## config.mk

```make
export PLATFORM = sky130hd
export DESIGN_NAME = wit_top
export DESIGN_NICKNAME = d
export VERILOG_FILES = /design/src/include/wit_pkg.sv /design/src/include/wit_tick_if.sv /design/src/hdl/wit_top.sv /design/src/hdl/wit_pin_sync.sv /design/src/hdl/wit_prescaler.sv
export VERILOG_INCLUDE_DIRS = /design/src /design/src/include
export SDC_FILE = /design/constraint.sdc
export NUM_CORES = 1
export LEC_CHECK = 0
export BUFFER_PORTS_ARGS = -buffer_cell sky130_fd_sc_hd__buf_2
export CORE_MARGIN = 1
export CORE_UTILIZATION = 45
export CTS_CLUSTER_DIAMETER = 50
export DETAILED_ROUTE_END_ITERATION = 6
export PLACE_DENSITY = 0.75
export SYNTH_ARGS = -nofsm -noshare
export SYNTH_HDL_FRONTEND = slang
export SYNTH_SLANG_ARGS = --single-unit
```

## constraint.sdc

```tcl
create_clock -name clk_sys -period 2.07 [get_ports clk_sys]
set_clock_uncertainty 0.05 [all_clocks]
set_input_delay 0.207 -clock clk_sys [delete_from_list [all_inputs] [get_ports clk_sys]]
set_output_delay 0.207 -clock clk_sys [all_outputs]
set_load 0.01 [all_outputs]
```

## src/include/wit_consts.svh

```systemverilog
// offsets, field positions, reset values and counts of the watch and interval timer
// Function
// RULE1 - the watch clock is the system clock divided by 2^7 when the source bit is 0, else the sub clock.
// RULE2 - interval codes 0 to 5 select prescaler periods of 2^4 to 2^9 watch clocks; other codes give nothing.
// RULE3 - counter run at 0 stops and clears the 5-bit counter; at 1 it may count.
// RULE4 - watch enable at 0 stops and clears prescaler and counter; at 1 the timer operates.
// RULE5 - reset loads the mode register with all zeros.
// RULE6 - the counter counts watch clock / 2^9 pulses and each overflow raises the watch request.
// RULE7 - enable and run both set make the watch count; both clear stops and clears the counter.
// RULE8 - clearing only run clears the counter while the prescaler keeps running.
// RULE9 - the interval request repeats at the selected tap and runs together with the watch.
// RULE10 - the hardware is one 9-bit prescaler and one 5-bit counter under one 8-bit mode register.
// RULE11 - software picks the sub clock when the main clock cannot give an exact half second.
// RULE12 - mode bits 3 and 2 read as zero and ignore writes.
`ifndef WIT_CONSTS_SVH
`define WIT_CONSTS_SVH
`define WIT_ADDR_W 18
`define WIT_MODE_IDX 16'hff4a
`define WIT_STAT_IDX 16'hff4b
`define WIT_MASK_IDX 16'hff4c
`define WIT_CNT_IDX 16'hff4d
`define WIT_MODE_RST 8'h00
`define WIT_MODE_WMASK 8'hf3
`define WIT_DIV_W 7
`define WIT_PRE_W 9
`define WIT_CNT_W 5
`define WIT_TAP_MIN 4
`define WIT_TAP_N 6
`define WIT_SEL_MAX 3'h5
`define WIT_EVT_W 2
`define WIT_EVT_WATCH 0
`define WIT_EVT_INTV 1
`endif

```

## src/include/wit_pkg.sv

```systemverilog
// types of the watch and interval timer
`default_nettype none
package wit_pkg;
  typedef struct packed {
    logic clock_source_select;
    logic [2:0] interval_select;
    logic [1:0] reserved;
    logic counter_run;
    logic watch_enable;
  } wit_mode_t;
endpackage : wit_pkg
`default_nettype wire

```

## src/include/wit_tick_if.sv

```systemverilog
// prescaler link between the timer core and its prescaler
`default_nettype none
interface wit_tick_if;
  logic tick;
  logic enable;
  logic [8:0] count;
  logic carry;
  logic [5:0] tap;
  modport pre (input tick, input enable, output count, output carry, output tap);
  modport user (output tick, output enable, input count, input carry, input tap);
endinterface : wit_tick_if
`default_nettype wire

```

## src/hdl/wit_top.sv

```systemverilog
// watch and interval timer with apb registers and interrupt
//
// Chosen here: the APB slave port.
`default_nettype none
`include "wit_consts.svh"
module wit_top
  import wit_pkg::*;
(
  input wire logic clk_sys,
  input wire logic rst,
  input wire logic psel,
  input wire logic penable,
  input wire logic pwrite,
  input wire logic [17:0] paddr,
  input wire logic [31:0] pwdata,
  input wire logic [3:0] pstrb,
  input wire logic sub_clk_pin,
  output logic [31:0] prdata,
  output logic pready,
  output logic pslverr,
  output logic irq,
  output logic watch_interrupt_request,
  output logic interval_interrupt_request
);
  wit_mode_t mode;
  logic [`WIT_DIV_W-1:0] div_cnt;
  logic div_tick;
  logic sub_rise;
  logic wclk_tick;
  logic [`WIT_CNT_W-1:0] cnt;
  logic watch_evt;
  logic interval_evt;
  logic sel_valid;
  logic [7:0] tap_ext;
  logic [`WIT_EVT_W-1:0] events;
  logic [`WIT_EVT_W-1:0] status;
  logic [`WIT_EVT_W-1:0] mask;
  logic [`WIT_EVT_W-1:0] next_status;
  logic [`WIT_EVT_W-1:0] stat_clr;
  logic access;
  logic done;
  logic wr;
  logic hit_mode;
  logic hit_stat;
  logic hit_mask;
  logic hit_cnt;
  logic hit_any;
  logic [31:0] next_prdata;

  wit_tick_if tk ();

  wit_pin_sync u_sync (
    .clk_sys(clk_sys),
    .rst(rst),
    .pin(sub_clk_pin),
    .rise(sub_rise)
  );

  wit_prescaler u_pre (
    .clk_sys(clk_sys),
    .rst(rst),
    .tk(tk)
  );

  // main clock divider by 128
  always_ff @(posedge clk_sys or posedge rst)
  begin
    if (rst)
      div_cnt <= '0;
    else
      div_cnt <= div_cnt + 7'h01;
  end
  assign div_tick = &div_cnt;

  // watch clock source
  assign wclk_tick = mode.clock_source_select ? sub_rise : div_tick; // [RULE1]
  assign tk.tick = wclk_tick;
  assign tk.enable = mode.watch_enable; // [RULE4]

  // interval tap selection
  assign tap_ext = {2'b00, tk.tap};
  assign sel_valid = (mode.interval_select <= `WIT_SEL_MAX); // [RULE2]
  assign interval_evt = sel_valid && tap_ext[mode.interval_select]; // [RULE9]

  // 5-bit watch counter
  always_ff @(posedge clk_sys or posedge rst)
  begin
    if (rst)
      cnt <= '0;
    else if (!mode.watch_enable || !mode.counter_run)
      cnt <= '0; // [RULE3] [RULE7] [RULE8]
    else if (tk.carry)
      cnt <= cnt + 5'h01; // [RULE6]
  end
  assign watch_evt = mode.watch_enable && mode.counter_run && tk.carry && (&cnt); // [RULE6]

  // request pulses
  always_ff @(posedge clk_sys or posedge rst)
  begin
    if (rst)
    begin
      watch_interrupt_request <= 1'b0;
      interval_interrupt_request <= 1'b0;
    end
    else
    begin
      watch_interrupt_request <= watch_evt;
      interval_interrupt_request <= interval_evt;
    end
  end

  // apb decode
  assign access = psel && penable;
  assign done = access && pready;
  assign wr = done && pwrite && pstrb[0];
  assign hit_mode = (paddr == {`WIT_MODE_IDX, 2'b00});
  assign hit_stat = (paddr == {`WIT_STAT_IDX, 2'b00});
  assign hit_mask = (paddr == {`WIT_MASK_IDX, 2'b00});
  assign hit_cnt = (paddr == {`WIT_CNT_IDX, 2'b00});
  assign hit_any = hit_mode || hit_stat || hit_mask || hit_cnt;

  // one wait state per access
  always_ff @(posedge clk_sys or posedge rst)
  begin
    if (rst)
      pready <= 1'b0;
    else
      pready <= access && !pready;
  end

  always_ff @(posedge clk_sys or posedge rst)
  begin
    if (rst)
      pslverr <= 1'b0;
    else
      pslverr <= access && !pready && !hit_any;
  end

  always_comb
  begin
    next_prdata = 32'h0000_0000;
    if (hit_mode)
      next_prdata = {24'h00_0000, mode}; // [RULE12]
    else if (hit_stat)
      next_prdata = {30'h0000_0000, status};
    else if (hit_mask)
      next_prdata = {30'h0000_0000, mask};
    else if (hit_cnt)
      next_prdata = {27'h000_0000, cnt};
  end

  always_ff @(posedge clk_sys or posedge rst)
  begin
    if (rst)
      prdata <= 32'h0000_0000;
    else if (access && !pready && !pwrite)
      prdata <= next_prdata;
    else
      prdata <= 32'h0000_0000;
  end

  // mode register
  always_ff @(posedge clk_sys or posedge rst)
  begin
    if (rst)
      mode <= `WIT_MODE_RST; // [RULE5]
    else if (wr && hit_mode)
      mode <= pwdata[7:0] & `WIT_MODE_WMASK; // [RULE10] [RULE12]
  end

  // sticky status, set wins over clear
  assign events = {interval_evt, watch_evt};
  assign stat_clr = (wr && hit_stat) ? pwdata[`WIT_EVT_W-1:0] : 2'h0;
  assign next_status = (status & ~stat_clr) | events;
  always_ff @(posedge clk_sys or posedge rst)
  begin
    if (rst)
      status <= '0;
    else
      status <= next_status;
  end

  always_ff @(posedge clk_sys or posedge rst)
  begin
    if (rst)
      mask <= '0;
    else if (wr && hit_mask)
      mask <= pwdata[`WIT_EVT_W-1:0];
  end

  always_ff @(posedge clk_sys or posedge rst)
  begin
    if (rst)
      irq <= 1'b0;
    else
      irq <= |(status & mask);
  end

  // checks
  a_mode_reset: assert property (@(posedge clk_sys) // [RULE5]
    $fell(rst) |-> mode == 8'h00)
    else $error("mode not zero after reset");

  a_mode_reserved: assert property (@(posedge clk_sys) disable iff (rst) // [RULE12]
    mode.reserved == 2'b00)
    else $error("reserved mode bits not zero");

  a_mode_write: assert property (@(posedge clk_sys) disable iff (rst) // [RULE10]
    (wr && hit_mode) |=> mode == ($past(pwdata[7:0]) & `WIT_MODE_WMASK))
    else $error("mode write not taken");

  a_unmapped_kept: assert property (@(posedge clk_sys) disable iff (rst)
    (done && !hit_any) |=> mode == $past(mode))
    else $error("unmapped access changed the mode");

  a_div_period: assert property (@(posedge clk_sys) disable iff (rst) // [RULE1]
    div_tick |-> ##128 div_tick)
    else $error("main divider period not 128");

  a_div_gap: assert property (@(posedge clk_sys) disable iff (rst) // [RULE1]
    div_tick |=> !div_tick [*8])
    else $error("main divider ticked too soon");

  a_src_main: assert property (@(posedge clk_sys) disable iff (rst) // [RULE1]
    (!mode.clock_source_select && mode.watch_enable && $past(mode.watch_enable)
     && $past(!mode.clock_source_select) && $past(div_cnt) != 7'h7f)
    |-> tk.count == $past(tk.count))
    else $error("prescaler moved off main divider tick");

  a_sub_src: assert property (@(posedge clk_sys) disable iff (rst) // [RULE1]
    (mode.clock_source_select && mode.watch_enable && $past(mode.watch_enable)
     && $past(mode.clock_source_select) && !$past(sub_rise))
    |-> tk.count == $past(tk.count))
    else $error("prescaler moved off sub clock edge");

  a_run_clear: assert property (@(posedge clk_sys) disable iff (rst) // [RULE3]
    !mode.counter_run |=> cnt == 5'h00)
    else $error("counter not cleared with run low");

  a_run_no_watch: assert property (@(posedge clk_sys) disable iff (rst) // [RULE3]
    !mode.counter_run |=> !watch_interrupt_request)
    else $error("watch request with counter stopped");

  a_enable_clear: assert property (@(posedge clk_sys) disable iff (rst) // [RULE4]
    !mode.watch_enable |=> (tk.count == 9'h000 && cnt == 5'h00))
    else $error("prescaler or counter not cleared when disabled");

  a_enable_no_tap: assert property (@(posedge clk_sys) disable iff (rst) // [RULE4]
    !mode.watch_enable |=> !interval_interrupt_request)
    else $error("interval request with timer stopped");

  a_count_step: assert property (@(posedge clk_sys) disable iff (rst) // [RULE7]
    (tk.carry && mode.counter_run && !(wr && hit_mode))
    |=> cnt == $past(cnt) + 5'h01)
    else $error("counter did not step on prescaler carry");

  a_cnt_hold: assert property (@(posedge clk_sys) disable iff (rst) // [RULE6]
    (mode.watch_enable && mode.counter_run && !tk.carry && !(wr && hit_mode))
    |=> cnt == $past(cnt))
    else $error("counter moved without prescaler carry");

  a_pre_kept: assert property (@(posedge clk_sys) disable iff (rst) // [RULE8]
    (mode.watch_enable && !mode.counter_run && wclk_tick && !(wr && hit_mode))
    |=> tk.count == $past(tk.count) + 9'h001)
    else $error("prescaler stopped with only run cleared");

  a_watch_ovf: assert property (@(posedge clk_sys) disable iff (rst) // [RULE6]
    (cnt == 5'h1f && tk.carry && mode.counter_run) |=> watch_interrupt_request)
    else $error("counter overflow gave no watch request");

  a_watch_only_ovf: assert property (@(posedge clk_sys) disable iff (rst) // [RULE6]
    watch_interrupt_request |-> $past(cnt) == 5'h1f)
    else $error("watch request without overflow");

  a_wreq_single: assert property (@(posedge clk_sys) disable iff (rst) // [RULE6]
    watch_interrupt_request |=> !watch_interrupt_request)
    else $error("watch request longer than one cycle");

  a_interval_tap0: assert property (@(posedge clk_sys) disable iff (rst) // [RULE2] [RULE9]
    (mode.interval_select == 3'h0 && wclk_tick && mode.watch_enable
     && tk.count[3:0] == 4'hf) |=> interval_interrupt_request)
    else $error("shortest tap gave no interval request");

  a_tap_mid: assert property (@(posedge clk_sys) disable iff (rst) // [RULE2]
    (interval_interrupt_request && $past(mode.interval_select) == 3'h2)
    |-> $past(tk.count[5:0]) == 6'h3f)
    else $error("middle tap fired off its period");

  a_interval_tap5: assert property (@(posedge clk_sys) disable iff (rst) // [RULE2]
    (interval_interrupt_request && $past(mode.interval_select) == 3'h5)
    |-> $past(tk.count) == 9'h1ff)
    else $error("longest tap fired off its period");

  a_tap_tick: assert property (@(posedge clk_sys) disable iff (rst) // [RULE9]
    interval_interrupt_request |-> $past(wclk_tick))
    else $error("interval request without watch clock");

  a_prohibited: assert property (@(posedge clk_sys) disable iff (rst) // [RULE2]
    (mode.interval_select > 3'h5) |-> !interval_evt)
    else $error("prohibited interval code raised a request");

  a_status_clear: assert property (@(posedge clk_sys) disable iff (rst)
    (wr && hit_stat && pwdata[1] && !events[1]) |=> !status[1])
    else $error("interval status not cleared by write");

  a_status_hold: assert property (@(posedge clk_sys) disable iff (rst)
    (events == 2'h0 && !(wr && hit_stat)) |=> status == $past(status))
    else $error("status changed without event or clear");

  a_mask_write: assert property (@(posedge clk_sys) disable iff (rst)
    (wr && hit_mask) |=> mask == $past(pwdata[`WIT_EVT_W-1:0]))
    else $error("mask write not taken");

  a_irq_low: assert property (@(posedge clk_sys) disable iff (rst)
    ((status & mask) == 2'h0) |=> !irq)
    else $error("irq high with no unmasked status");

  a_pready_pulse: assert property (@(posedge clk_sys) disable iff (rst)
    pready |=> !pready)
    else $error("apb ready longer than one cycle");

  a_slverr_ready: assert property (@(posedge clk_sys) disable iff (rst)
    pslverr |-> pready)
    else $error("apb error without ready");

  a_rdata_idle: assert property (@(posedge clk_sys) disable iff (rst)
    !pready |-> prdata == 32'h0000_0000)
    else $error("read data outside the answer cycle");

  a_status_set_wins: assert property (@(posedge clk_sys) disable iff (rst)
    (events != 2'h0) |=> ((status & $past(events)) == $past(events)))
    else $error("status event lost");

  a_irq_level: assert property (@(posedge clk_sys) disable iff (rst)
    ((status & mask) != 2'h0) |=> irq)
    else $error("irq low with unmasked status");

  a_apb_wait: assert property (@(posedge clk_sys) disable iff (rst)
    (psel && !penable) ##1 (psel && penable) |-> !pready ##1 pready)
    else $error("apb answer not after one wait state");

  c_watch_ovf: cover property (@(posedge clk_sys) disable iff (rst)
    watch_interrupt_request);
  c_both_events: cover property (@(posedge clk_sys) disable iff (rst)
    watch_interrupt_request && interval_interrupt_request);
  c_sub_clock: cover property (@(posedge clk_sys) disable iff (rst)
    mode.clock_source_select && interval_interrupt_request);
  c_irq: cover property (@(posedge clk_sys) disable iff (rst)
    $rose(irq));
  c_pre_kept: cover property (@(posedge clk_sys) disable iff (rst)
    mode.watch_enable && !mode.counter_run && tk.carry);
endmodule : wit_top
`default_nettype wire

```

## src/hdl/wit_pin_sync.sv

```systemverilog
// three-stage pin synchroniser with rising edge pulse
`default_nettype none
module wit_pin_sync (
  input wire logic clk_sys,
  input wire logic rst,
  input wire logic pin,
  output logic rise
);
  logic s1;
  logic s2;
  logic s3;
  logic stable;
  always_ff @(posedge clk_sys or posedge rst)
  begin
    if (rst)
    begin
      s1 <= 1'b0;
      s2 <= 1'b0;
      s3 <= 1'b0;
    end
    else
    begin
      s1 <= pin;
      s2 <= s1;
      s3 <= s2;
    end
  end
  // level accepted once stages two and three agree
  always_ff @(posedge clk_sys or posedge rst)
  begin
    if (rst)
      stable <= 1'b0;
    else if (s2 == s3)
      stable <= s3;
  end
  assign rise = (s2 == s3) && s3 && !stable;
  a_rise_once: assert property (@(posedge clk_sys) disable iff (rst)
    rise |=> !rise)
    else $error("sub clock edge pulse longer than one cycle");
endmodule : wit_pin_sync
`default_nettype wire

```

## src/hdl/wit_prescaler.sv

```systemverilog
// 9-bit watch prescaler with interval taps
`default_nettype none
`include "wit_consts.svh"
module wit_prescaler (
  input wire logic clk_sys,
  input wire logic rst,
  wit_tick_if.pre tk
);
  always_ff @(posedge clk_sys or posedge rst)
  begin
    if (rst)
      tk.count <= '0;
    else if (!tk.enable)
      tk.count <= '0; // [RULE4]
    else if (tk.tick)
      tk.count <= tk.count + 9'h001; // [RULE10]
  end
  // carry every 2^9 watch clocks
  assign tk.carry = tk.enable && tk.tick && (&tk.count); // [RULE6]
  genvar i;
  generate
    for (i = 0; i < `WIT_TAP_N; i++)
    begin : g_tap
      assign tk.tap[i] = tk.enable && tk.tick && (&tk.count[`WIT_TAP_MIN+i-1:0]); // [RULE2]
    end
  endgenerate
  a_pre_carry: assert property (@(posedge clk_sys) disable iff (rst) // [RULE10]
    tk.carry |=> tk.count == 9'h000)
    else $error("prescaler did not wrap on carry");
  a_pre_idle: assert property (@(posedge clk_sys) disable iff (rst) // [RULE4]
    (tk.enable && !tk.tick) |=> tk.count == $past(tk.count) || !tk.enable)
    else $error("prescaler moved without a watch clock");
endmodule : wit_prescaler
`default_nettype wire

```

==> flow_metrics.py <==
metrics = {
    "cts": {
        "cts_buffer_depth": 2,
        "clkSinkCount": 48,
        "cts-root-buf": "clkbuf_8",
        "cts_inserted_buffers": 5,
        "clk_pin_slew_worst_paths_ns": 0.08,
        "clock_latency_ns": 0.29,
        "cts_tree": "built",
        "htree_levels": 2,
    },
    "logic_synthesis": {
        "synth_area_leaders": "dfrtp_1 (51%), buf_4 (7.9%), mux2_2 (4.7%)",
        "synth_warnings": 0,
        "synth-edff-count": 0,
        "synth.top_cell.area_share": 0.507,
        "synth_area_per_cell_um2": 11.4,
        "syn-instance-count": 208,
        "synth_top_cell_by_area": "dfrtp_1",
        "ys_types": 43,
        "ys_dominant_reg_cell": "dfrtp_1",
        "ys_seq_area_frac": 0.507,
        "synthArstFlopShare": 1.00,
        "synth_area_um2": 2370,
        "ys_ff_latch": 48,
    },
    "drt": {
        "vias": 1596,
        "drtPass1Iterations": 4,
        "viasPerCell": 4.78,
        "drc": 0,
        "drtIter0Drc": 55,
        "postRouteAntennaNets": 0,
        "wl_mm": 4.00,
        "wl_per_cell_um": 12.0,
    },
    "placed_design": {
        "place_congestion": 0.796,
        "dp_hpwl_mm": 2.98,
        "io_buffer_count": 43,
        "pre_cts_ws_ns": 0.135,
    },
    "finish": {
        "drive_gt1_frac": 0.288,
        "area_delta_synth_final_pct": 14.8,
        "n_antenna_cell": 0,
        "final_core_util": 0.536,
        "nNetsFinal": 330,
        "final_common_cell": "dfrtp_1",
        "mostFrequentLayoutCells": "dfrtp_1 (48), buf_2 (43), conb_1 (24), nor2_1 (23)",
    },
    "setup_path": {
        "critPathTopFamily": "compound AO/OA/AOI/OAI gates",
        "critPathLaunchType": "flip-flop",
        "critPathMaxStageDelay_ns": 0.41,
        "worstPathMaxFanout": 3,
        "path_cells": "ha_1, and3_1, ha_1, mux2_2, a22oi_1, a311oi_2, a21o_1",
        "required_ns": 2.21,
        "cp.arrival_ns": 2.09,
        "endpoint_kind": "flip-flop",
        "crit_buf_inv": 0,
        "crit_slowest_cell": "dfrtp_1",
        "path_class": "flip-flop to flip-flop",
        "path_common_cell": "ha_1",
    },
    "floorplanning": {
        "die_area_um2": 5560,
        "core_area_um2": 5070,
        "die_w_um": 74.6,
        "io_pins": 97,
        "die_y_um": 74.6,
        "initial_core_util": 0.467,
        "rows": 26,
    },
    "power": {
        "ir_drop_mv": 0.425,
        "p_leak_nw": 1.43,
        "power.density_nw_per_um2": 586,
    },
    "job": {
        "drv_cap": 0,
    },
    "global_route": {
        "grt_max_degree": 49,
        "grt_usage": 0.165,
        "grt_pass1_vias": 1499,
        "grt_first_pass_wirelength_mm": 6.81,
        "overflow": 0,
        "antenna_found_initial": 0,
    },
    "sta": {
        "max_slew_margin": 0.607,
        "tns_ns": 0,
        "fin_crit_ns": 1.95,
        "final-setup-viol-count": 0,
        "fmax_mhz": 513,
        "worstMarginPinSlew_ns": 0.590,
        "hold_slack_ns": -0.00592,
        "finalCritPeriodShare": 0.941,
        "setup_slack_ns": 0.122,
        "hold_viol_final": 4,
        "slew_violations": 0,
        "rsz0062_at_grt": "no",
    },
    "min_path": {
        "hp-class": "input pin to asynchronous set/reset pin",
    },
    "status": {
        "violations": "negative hold slack",
        "status": "finished with violations",
    },
}
-- area by class of cell --
class                           count  area, um2
Fill cell                         470       2350
Inverter                            5       18.8
Clock buffer                        8       90.1
Timing Repair Buffer               51        278
Multi-Input combinational cell    152       1050
Sequential cell                    48       1200
Tap cell                           70       87.6
-- sequential cells by signal, summed over array words and instances (netlist names) --
signal and cells:
prdata 8, div_cnt 7, watch_interrupt_request 1, mask 2
status 2, u_pre.tk.count 9, u_sync.s3 1, u_sync.s1 1
u_sync.stable 1, u_sync.s2 1, tk.enable 1, pready 1
cnt 5, mode 5, pslverr 1, interval_interrupt_request 1
irq 1
-- synth_stat cells (3+ instances only) --
cell type	number
mux2i_1	8
ha_1	7
xor2_1	10
nor2_1	23
mux2_2	10
inv_1	4
nor2b_1	4
nand3_1	9
dfrtp_1	48
buf_4	25
nand2_1	5
and3_1	9
o21ai_0	3
and2_1	4
xnor2_1	4
-- cells by family (layout without fill, tap and decap cells) --
logic type | Yosys count | count (layout) | synth area share
AND/OR/NAND/NOR | 72 | 72 | 0.180
flip-flops | 48 | 48 | 0.507
buffers and inverters | 31 | 64 | 0.0886
multiplexers | 18 | 18 | 0.0813
AO/OA/AOI/OAI | 17 | 17 | 0.0533
XOR/XNOR | 14 | 14 | 0.0517
adder cells (fa/ha/maj) | 7 | 7 | 0.0369
other | 1 | 24 | 0.00158
-- power breakdown --
group | leakage [nW] | switching (mW) | total (mW) | internal, mW
registers | 0.645 | 0.00501 | 0.950 | 0.945
logic | 0.741 | 0.0592 | 0.0941 | 0.0349
clock network | 0.0455 | 0.279 | 0.551 | 0.272
total | 1.43 | 0.343 | 1.59 | 1.25
-- final timing paths --
| check | start | end | slack, ns | depth (start not counted) |
|---|---|---|---|---|
| min | rst | mode[5] | -0.006 | 3 |
| min in group clk_sys | pwdata[7] | mode[7] | 0.09 | 2 |
| max reg2reg | u_pre.tk.count[0] | status[1] | 0.12 | 7 |
| max | u_pre.tk.count[0] | status[1] | 0.12 | 7 |
| max in group asynchronous | rst | u_pre.tk.count[1] | 1.56 | 3 |
| min reg2reg | u_sync.s1 | u_sync.s2 | 0.31 | 0 |
-- worst reg2reg max path, cell delays in order (launching register included) --
cell	delay, ns
dfrtp_1	0.41
ha_1	0.24
and3_1	0.21
ha_1	0.17
mux2_2	0.26
a22oi_1	0.18
a311oi_2	0.15
a21o_1	0.17
-- layer usage --
| metal | vias up | wire length [um] | share of wire | global-route usage |
|---|---|---|---|---|
| li1 | 781 | - | - | - |
| met1 | 771 | 1810 | 0.45 | 0.205 |
| met2 | 39 | 1960 | 0.49 | 0.280 |
| met3 | 5 | 161 | 0.040 | 0.0420 |
| met4 | 0 | 63 | 0.016 | 0.0566 |
| met5 | - | 0 | 0 | 0 |
-- metrics by stage --
stage	total power [mW]	area, um2	instances
after global routing	1.68	2720	334
final	1.59	2720	334
after floorplan	1.05	2460	231
after CTS	1.62	2720	334
after detailed placement	1.06	2620	325
after global placement	1.06	2620	325
-- timing repair --
action / in CTS / in global routing
setup endpoints to repair: 0 / 1
hold buffers: 1 / 0
endpoints found under the hold margin: 1 / 0
setup buffers: 0 / 0
gates resized for setup: 0 / 0
Note: power is estimated with default switching activity, not from simulation.
